[src/hdl/pts_pkg.sv]
package pts_pkg;
	// register byte offsets on the slave
	localparam logic [7:0] CTRL_OFF      = 8'h00;
	localparam logic [7:0] PERIOD_OFF    = 8'h04;
	localparam logic [7:0] COUNT_OFF     = 8'h08;
	localparam logic [7:0] IRQ_FLAG_OFF  = 8'h0c;
	localparam logic [7:0] IRQ_EN_OFF    = 8'h10;
	localparam logic [7:0] AUX_OFF       = 8'h14;
	// control field positions
	localparam int         POST_LSB      = 3;
	localparam int         RUN_BIT       = 2;
	localparam int         PRE_LSB       = 0;
	localparam logic [7:0] CTRL_MASK     = 8'h7f;
	// reset values
	localparam logic [7:0] CTRL_RST      = 8'h00;
	localparam logic [7:0] PERIOD_RST    = 8'hff;
	localparam logic [7:0] COUNT_RST     = 8'h00;
	// instruction clock is a quarter of the system clock
	localparam int         INSTR_DIV     = 4;
	localparam logic [1:0] INSTR_LAST    = 2'h3;
	// prescaler terminal counts per select code, minus one
	localparam logic [5:0] PRE_LAST_1    = 6'h00;
	localparam logic [5:0] PRE_LAST_4    = 6'h03;
	localparam logic [5:0] PRE_LAST_16   = 6'h0f;
	localparam logic [5:0] PRE_LAST_64   = 6'h3f;
	localparam logic [1:0] RESP_OKAY     = 2'h0;
	localparam logic [1:0] RESP_SLVERR   = 2'h2;
endpackage : pts_pkg

[src/hdl/pts_postscale.sv]
`timescale 1ns/1ps
// counts match pulses, fires once every sel+1 matches
module pts_postscale (
	input  wire logic       aclk,
	input  wire logic       aresetn,
	input  wire logic       match,
	input  wire logic       clear,
	input  wire logic [3:0] sel,
	output logic            fire
);
	typedef struct packed {
		logic [3:0] cnt;
	} pts_post_state_t;

	pts_post_state_t s_r;
	pts_post_state_t s_nxt;

	// advance only on the match pulse
	always_comb begin
		s_nxt = s_r;
		fire  = match && (s_r.cnt >= sel);
		if (clear) begin
			s_nxt.cnt = 4'h0;
		end else if (fire) begin
			s_nxt.cnt = 4'h0;
		end else if (match) begin
			s_nxt.cnt = s_r.cnt + 4'h1;
		end
	end

	always_ff @(posedge aclk) begin
		if (!aresetn) begin
			s_r <= '0;
		end else begin
			s_r <= s_nxt;
		end
	end
endmodule : pts_postscale

[src/hdl/pts_prescale.sv]
`timescale 1ns/1ps
// divides instruction ticks by 1, 4, 16 or 64
module pts_prescale (
	input  wire logic       aclk,
	input  wire logic       aresetn,
	input  wire logic       tick,
	input  wire logic       clear,
	input  wire logic [1:0] sel,
	output logic            pulse
);
	typedef struct packed {
		logic [5:0] cnt;
	} pts_pre_state_t;

	pts_pre_state_t s_r;
	pts_pre_state_t s_nxt;
	logic [5:0]     last;

	// terminal count and next state
	always_comb begin
		s_nxt = s_r;
		unique case (sel)
			2'h0: last = pts_pkg::PRE_LAST_1;
			2'h1: last = pts_pkg::PRE_LAST_4;
			2'h2: last = pts_pkg::PRE_LAST_16;
			2'h3: last = pts_pkg::PRE_LAST_64;
		endcase
		pulse = tick && (s_r.cnt >= last);
		if (clear) begin
			s_nxt.cnt = 6'h00;
		end else if (pulse) begin
			s_nxt.cnt = 6'h00;
		end else if (tick) begin
			s_nxt.cnt = s_r.cnt + 6'h01;
		end
	end

	always_ff @(posedge aclk) begin
		if (!aresetn) begin
			s_r <= '0;
		end else begin
			s_r <= s_nxt;
		end
	end
endmodule : pts_prescale

[src/hdl/pts_timer.sv]
// The AXI4-Lite register port and the register addresses were left to the implementer.
`timescale 1ns/1ps
// Functional notes
// RL1: every count-equals-period match advances a 4-bit postscaler, which sees nothing else.
// RL2: when the postscaler reaches its selected count the sticky match flag is set until cleared.
// RL3: the match flag reaches the interrupt output only while its enable bit is set.
// RL4: control bits 6..3 select the postscale, value n meaning one flag per n+1 matches.
// RL5: the unscaled match pulse is driven out as the pwm time base.
// RL6: the unscaled match pulse is also offered as the serial port shift clock source.
// RL7: while sleep is asserted nothing counts, matches or advances.
// RL8: count and period keep their values across sleep.
// RL9: control bit 2 runs the timer when set and halts it when clear.
// RL10: control bits 1..0 pick a prescale of 1, 4, 16 or 64.
// RL11: control bit 7 reads zero and ignores writes.
// RL12: the timer counts instruction clocks, a quarter of the system clock, after the prescaler.
// RL13: on count equal to period a match pulse fires and the count returns to zero next cycle.
// RL14: writes to count or control and every reset clear both prescaler and postscaler; a control write leaves the count alone.
// RL15: reset clears the count and sets the period to all ones.
// RL16: all control bits reset to zero, so the timer starts halted at unity scaling.
module pts_timer (
	input  wire logic        aclk,
	input  wire logic        aresetn,
	input  wire logic        sleep,
	input  wire logic [31:0] s_axi_awaddr,
	input  wire logic        s_axi_awvalid,
	output logic             s_axi_awready,
	input  wire logic [31:0] s_axi_wdata,
	input  wire logic [3:0]  s_axi_wstrb,
	input  wire logic        s_axi_wvalid,
	output logic             s_axi_wready,
	output logic [1:0]       s_axi_bresp,
	output logic             s_axi_bvalid,
	input  wire logic        s_axi_bready,
	input  wire logic [31:0] s_axi_araddr,
	input  wire logic        s_axi_arvalid,
	output logic             s_axi_arready,
	output logic [31:0]      s_axi_rdata,
	output logic [1:0]       s_axi_rresp,
	output logic             s_axi_rvalid,
	input  wire logic        s_axi_rready,
	output logic             irq,
	output logic             pwm_time_base,
	output logic             spi_shift_clk
);
	typedef struct packed {
		logic [7:0]  ctrl;
		logic [7:0]  period;
		logic [7:0]  count;
		logic        flag;
		logic        enable;
		logic        spi_sel;
		logic [1:0]  qdiv;
		logic        aw_got;
		logic        awready;
		logic [7:0]  aw_addr;
		logic        w_got;
		logic        wready;
		logic [31:0] w_data;
		logic [3:0]  w_strb;
		logic        bvalid;
		logic [1:0]  bresp;
		logic        arready;
		logic        rvalid;
		logic [31:0] rdata;
		logic [1:0]  rresp;
		logic        irq;
		logic        pwm;
		logic        spi;
	} pts_state_t;

	pts_state_t s_r;
	pts_state_t s_nxt;
	logic       instr_tick;
	logic       pre_pulse;
	logic       match;
	logic       post_fire;
	logic       scaler_clr;
	logic       wr_go;
	logic       wr_ok;
	logic [7:0] wb;

	// quarter-rate tick gated by run bit and sleep
	assign instr_tick = (s_r.qdiv == pts_pkg::INSTR_LAST) && s_r.ctrl[pts_pkg::RUN_BIT] && !sleep; // RL12 RL9 RL7
	// write takes both channels; response slot must be free
	assign wr_go      = s_r.aw_got && s_r.w_got && !s_r.bvalid;
	assign wr_ok      = wr_go && s_r.w_strb[0];
	assign wb         = s_r.w_data[7:0];
	// control or count write clears both scalers
	assign scaler_clr = wr_ok && (s_r.aw_addr == pts_pkg::CTRL_OFF || s_r.aw_addr == pts_pkg::COUNT_OFF); // RL14
	// comparator is sampled on the prescaled edge only
	assign match      = pre_pulse && (s_r.count == s_r.period); // RL13

	pts_prescale u_pre (
		.aclk    (aclk),
		.aresetn (aresetn),
		.tick    (instr_tick),
		.clear   (scaler_clr),
		.sel     (s_r.ctrl[pts_pkg::PRE_LSB +: 2]), // RL10
		.pulse   (pre_pulse)
	);

	pts_postscale u_post (
		.aclk    (aclk),
		.aresetn (aresetn),
		.match   (match), // RL1
		.clear   (scaler_clr), // RL14
		.sel     (s_r.ctrl[pts_pkg::POST_LSB +: 4]), // RL4
		.fire    (post_fire)
	);

	// next state for timer, registers and bus slave
	always_comb begin
		s_nxt = s_r;
		s_nxt.qdiv = sleep ? s_r.qdiv : s_r.qdiv + 2'h1; // RL7
		// counting; held untouched through sleep
		if (match) begin
			s_nxt.count = 8'h00; // RL13
		end else if (pre_pulse) begin
			s_nxt.count = s_r.count + 8'h01; // RL12
		end
		// capture bus channels
		if (s_axi_awvalid && !s_r.aw_got) begin
			s_nxt.aw_got  = 1'b1;
			s_nxt.aw_addr = s_axi_awaddr[7:0];
		end
		if (s_axi_wvalid && !s_r.w_got) begin
			s_nxt.w_got  = 1'b1;
			s_nxt.w_data = s_axi_wdata;
			s_nxt.w_strb = s_axi_wstrb;
		end
		// software write clear of the flag
		if (wr_ok && s_r.aw_addr == pts_pkg::IRQ_FLAG_OFF && wb[0]) begin
			s_nxt.flag = 1'b0;
		end
		if (post_fire) begin
			s_nxt.flag = 1'b1; // RL2
		end
		// register writes; count write beats the counter
		if (wr_go) begin
			s_nxt.aw_got = 1'b0;
			s_nxt.w_got  = 1'b0;
			s_nxt.bvalid = 1'b1;
			s_nxt.bresp  = pts_pkg::RESP_OKAY;
			unique case (s_r.aw_addr)
				pts_pkg::CTRL_OFF: begin
					if (wr_ok) s_nxt.ctrl = wb & pts_pkg::CTRL_MASK; // RL11
				end
				pts_pkg::PERIOD_OFF: begin
					if (wr_ok) s_nxt.period = wb;
				end
				pts_pkg::COUNT_OFF: begin
					if (wr_ok) s_nxt.count = wb;
				end
				pts_pkg::IRQ_FLAG_OFF: begin
				end
				pts_pkg::IRQ_EN_OFF: begin
					if (wr_ok) s_nxt.enable = wb[0];
				end
				pts_pkg::AUX_OFF: begin
					if (wr_ok) s_nxt.spi_sel = wb[0];
				end
				default: begin
					s_nxt.bresp = pts_pkg::RESP_SLVERR;
				end
			endcase
		end
		if (s_r.bvalid && s_axi_bready) begin
			s_nxt.bvalid = 1'b0;
		end
		// read: accept address, answer next cycle
		s_nxt.arready = 1'b0;
		if (s_axi_arvalid && !s_r.arready && !s_r.rvalid) begin
			s_nxt.arready = 1'b1;
			s_nxt.rvalid  = 1'b1;
			s_nxt.rresp   = pts_pkg::RESP_OKAY;
			s_nxt.rdata   = 32'h0000_0000;
			unique case (s_axi_araddr[7:0])
				pts_pkg::CTRL_OFF:     s_nxt.rdata[7:0] = s_r.ctrl; // RL11
				pts_pkg::PERIOD_OFF:   s_nxt.rdata[7:0] = s_r.period;
				pts_pkg::COUNT_OFF:    s_nxt.rdata[7:0] = s_r.count;
				pts_pkg::IRQ_FLAG_OFF: s_nxt.rdata[0]   = s_r.flag;
				pts_pkg::IRQ_EN_OFF:   s_nxt.rdata[0]   = s_r.enable;
				pts_pkg::AUX_OFF:      s_nxt.rdata[0]   = s_r.spi_sel;
				default:               s_nxt.rresp      = pts_pkg::RESP_SLVERR;
			endcase
		end else if (s_r.rvalid && s_axi_rready) begin
			s_nxt.rvalid = 1'b0;
		end
		// ready flags kept in flops so the bus sees registered outputs
		s_nxt.awready = !s_nxt.aw_got;
		s_nxt.wready  = !s_nxt.w_got;
		// registered outputs
		s_nxt.irq = s_nxt.flag && s_nxt.enable; // RL3
		s_nxt.pwm = match; // RL5
		s_nxt.spi = match && s_r.spi_sel; // RL6
	end

	// reset clears count, sets period to ones, control to zero
	always_ff @(posedge aclk) begin
		if (!aresetn) begin
			s_r        <= '0;
			s_r.ctrl   <= pts_pkg::CTRL_RST; // RL16
			s_r.period <= pts_pkg::PERIOD_RST; // RL15
			s_r.count  <= pts_pkg::COUNT_RST; // RL15
			s_r.awready <= 1'b1;
			s_r.wready  <= 1'b1;
		end else begin
			s_r <= s_nxt; // RL8
		end
	end

	assign s_axi_awready = s_r.awready;
	assign s_axi_wready  = s_r.wready;
	assign s_axi_bvalid  = s_r.bvalid;
	assign s_axi_bresp   = s_r.bresp;
	assign s_axi_arready = s_r.arready;
	assign s_axi_rvalid  = s_r.rvalid;
	assign s_axi_rdata   = s_r.rdata;
	assign s_axi_rresp   = s_r.rresp;
	assign irq           = s_r.irq;
	assign pwm_time_base = s_r.pwm;
	assign spi_shift_clk = s_r.spi;
endmodule : pts_timer

[config.mk]
export PLATFORM = sky130hd
export DESIGN_NAME = pts_timer
export DESIGN_NICKNAME = d
export VERILOG_FILES = /design/src/hdl/pts_pkg.sv /design/src/hdl/pts_postscale.sv /design/src/hdl/pts_prescale.sv /design/src/hdl/pts_timer.sv
export SDC_FILE = /design/constraint.sdc
export NUM_CORES = 1
export LEC_CHECK = 0
export BUFFER_PORTS_ARGS = -buffer_cell sky130_fd_sc_hd__buf_4
export CAP_MARGIN = 20
export CORE_MARGIN = 4
export CORE_UTILIZATION = 44
export CTS_CLUSTER_SIZE = 40
export DETAILED_ROUTE_END_ITERATION = 16
export PLACE_DENSITY_LB_ADDON = 0.25
export SETUP_SLACK_MARGIN = 0.05
export SYNTH_ARGS = -nofsm -noshare
export SYNTH_HDL_FRONTEND = slang
export SYNTH_SLANG_ARGS = --single-unit
[constraint.sdc]
create_clock -name aclk -period 2.4 [get_ports aclk]
set_input_delay 0.24 -clock aclk [delete_from_list [all_inputs] [get_ports aclk]]
set_output_delay 0.24 -clock aclk [all_outputs]
set_load 0.005 [all_outputs]
==> qor.yml <==
timing:
  timing.fmax_mhz: 434
  setup_viol: 0
  rsz0062_at_grt: "true"
  skew_ps: 8.06
  hold_viol: 0
  worst_slack_ps: 96.5
  slew-limit-headroom: 0.545
  finalCritPeriodShare: 0.960
  worstMarginPinSlew_ps: 681
  tns_ps: 0
  period_needed_ps: 2300
  drv_slew: 0
clock_tree:
  htreeDepth: 3
  cts_made_buffers: 9
  clkTransAtPathRegs_ps: 80
  ctsHoldBuffers: 0
  clock_sinks: 75
  cts_buffer_depth: 2
  clock_latency_ps: 350
  cts.root.buffer_cell: "clkbuf_8"
  cts_tree: "done"
worst_setup_path:
  worstPathRequired_ps: 2680
  cp_cell_sequence: "or2_4 > ha_1 > nand2b_1 > a21oi_1 > o221a_2 > buf_6 > or3b_4 > mux2_4 > a21oi_2"
  slowest_stage: "or3b_4"
  cp_max_fo: 6
  rr_worst_depth: 9
  crit_buf_inv: 1
  critical_path.startpoint: "s_r[111]$_SDFFE_PN0P_"
  cp-endpoint: "s_r[95]$_SDFF_PN0_"
  slowest_delay_ps: 410
  path_delay_family: "simple AND/OR/NAND/NOR gates"
  end_kind: "flip-flop"
  path_class: "flip-flop to flip-flop"
  start_kind: "flip-flop"
  reg2reg_to: "s_r[95]$_SDFF_PN0_"
  r2r_setup_slack_ps: 100
  arrival_ps: 2580
  cp_num_cells: 9
  rr_startpoint: "s_r[111]$_SDFFE_PN0P_"
power_and_ir_drop:
  p_sw_mw: 0.600
  vdd_drop_max_mv: 0.320
  clkPwrFrac: 0.394
  power.total_mw: 2.48
  p_seq_frac: 0.528
  switching_share: 0.242
  leakage_nw: 1.88
  p_comb_frac: 0.078
  cellInternalPower_mw: 1.88
  p_per_area_mw_per_mm2: 571
synthesis:
  synth_edf_count: 0
  syn_inst: 421
  synth_cell_type_count: 54
  synthTopCellsByCount: "dfxtp_1, nand2_1, nor2_1, buf_4, mux2i_1"
  syn_area_per_cell_um2: 8.96
  synth_ff_type: "dfxtp_1"
  synthTopCellsByArea: "dfxtp_1, mux2i_1, buf_4"
  yosys_register_bits: 75
  synth_warnings: 0
  mappedNetlistArea_mm2: 0.00377
  synth_area_leader_cell: "dfxtp_1"
  synth_top_area_frac: 0.398
  async_reset_ff_frac: 0
  yosysMostFrequentCell: "dfxtp_1"
  yosysSeqAreaShare: 0.398
die:
  die_area_mm2: 0.0101
  die_x_um: 101
  die_h_um: 101
  rows: 33
  core-area_mm2: 0.00826
  initial_core_util: 0.457
  io_pins: 152
finish:
  ff_latch_area_mm2: 0.00150
  n_antenna_cell: 0
  syn_to_final_growth_pct: 15.1
  fillCellCount: 813
  multi_input_area_mm2: 0.00198
  final_util: 0.526
  drive_gt1_frac: 0.203
  nNetsFinal: 590
drt:
  vias: 2924
  drt_wl_total_um: 8200
  dr.pass1.iters: 6
  post_drt_wl_per_cell_um: 14.2
  via_per_inst: 5.06
  drt-initial-drc-count: 155
  drtAntennaViolNets: 0
  drc_errors: 0
placed_design:
  dpl.hpwl_um: 6080
  gp_congestion: 0.877
  port_buffers: 50
  preCtsSetupSlack_ps: 58.4
global_routing:
  grt_max_degree: 33
  grt_pass1_vias: 2769
  grt.overflow.total: 0
  antenna_found_initial: 0
  grt_pass1_wl_um: 13400
  globalRouteTotalUtil: 0.166
flow_run:
  maxCapViolCount: 0
outcome:
  outcome: "finished clean"
worst_hold_path:
  min_path_type: "input port to flip-flop"
power groups by stage:
| stage | clock network [mW] | registers, mW | logic (mW) |
|---|---|---|---|
| 2_1_floorplan | 0 | 1.33 | 0.145 |
| 3_3_place_gp | 0 | 1.33 | 0.191 |
| 3_5_place_dp | 0 | 1.34 | 0.194 |
| 4_1_cts | 0.990 | 1.31 | 0.195 |
| 5_1_grt | 1.04 | 1.31 | 0.220 |
| 6_report | 0.975 | 1.31 | 0.194 |
worst min-delay path, cell delays in order:
cell and delay, ps:
buf_4 80, mux2i_1 50, nor2_1 70
flip-flops by register name (all words and copies together), names as in the netlist:
signal / count
irq: 1
s_axi_arready: 1
pwm_time_base: 1
s_axi_rresp: 1
u_post.s_r: 4
s_axi_bvalid: 1
s_axi_rvalid: 1
spi_shift_clk: 1
s_axi_wready: 1
s_axi_bresp: 1
s_r: 47
s_axi_rdata: 8
s_axi_awready: 1
u_pre.s_r: 6
layout make-up:
type	count	share of cell area
inverter	15	0.0130
timing repair buffer	63	0.110
tap	105	0.0303
sequential	75	0.346
multi-input combinational	304	0.456
clock buffer	12	0.0334
clock inverter	4	0.0115
routing by layer:
layer	global-route usage	vias to the layer above	share of wire
li1	-	1480	-
met1	0.226	1363	0.47
met2	0.264	72	0.48
met3	0.0436	9	0.049
met4	0.0394	0	0.0077
met5	0	-	0
stage by stage:
step                      std cells  hold slack [ps]  instance area, µm²
final                           578              130                4340
after global routing            578              127                4340
after global placement          561              461                4110
after detailed placement        561              461                4110
after CTS                       577              115                4320
after floorplan                 446              376                3860
cell usage in the layout, fill, tap and decap left out, types with 3 or more instances in the layout:
cell	n
a21oi_1	23
a22o_1	6
and2_1	7
buf_4	62
clkbuf_8	10
conb_1	26
dfxtp_1	74
ha_1	14
inv_1	14
mux2i_1	36
nand2_1	42
nand2b_1	6
nand3_1	11
nand4_1	5
nor2_1	42
nor2b_1	3
nor3_1	5
o21ai_0	17
or2_2	3
xnor2_1	6
xor2_1	12
worst min path at each step:
stage,startpoint,end,cells after the start
2_1_floorplan,s_axi_wstrb[0],s_r[42]$_SDFFE_PN0P_,2
3_3_place_gp,s_r[42]$_SDFFE_PN0P_,s_r[42]$_SDFFE_PN0P_,2
3_5_place_dp,s_r[42]$_SDFFE_PN0P_,s_r[42]$_SDFFE_PN0P_,2
4_1_cts,s_axi_awaddr[6],s_r[86]$_SDFFE_PN0P_,3
5_1_grt,s_axi_awaddr[1],s_r[81]$_SDFFE_PN0P_,3
6_report,s_axi_awaddr[5],s_r[85]$_SDFFE_PN0P_,3
repair_timing:
item,4_1_cts,5_1_grt
resized for setup,2,6
setup buffers,0,1
pin swaps,0,2
endpoints found under the setup margin,2,11
logic make-up (layout without fill, tap and decap cells):
group,Yosys count,in the layout,share of synthesized area
simple gates,145,145,0.197
flops,75,75,0.398
buf+inv,67,94,0.107
compound gates,63,63,0.104
mux,38,38,0.105
xor+xnor,18,18,0.0418
fa+ha+maj,14,14,0.0465
other cells,1,26,0.000994
(Power assumes the default switching activity.)
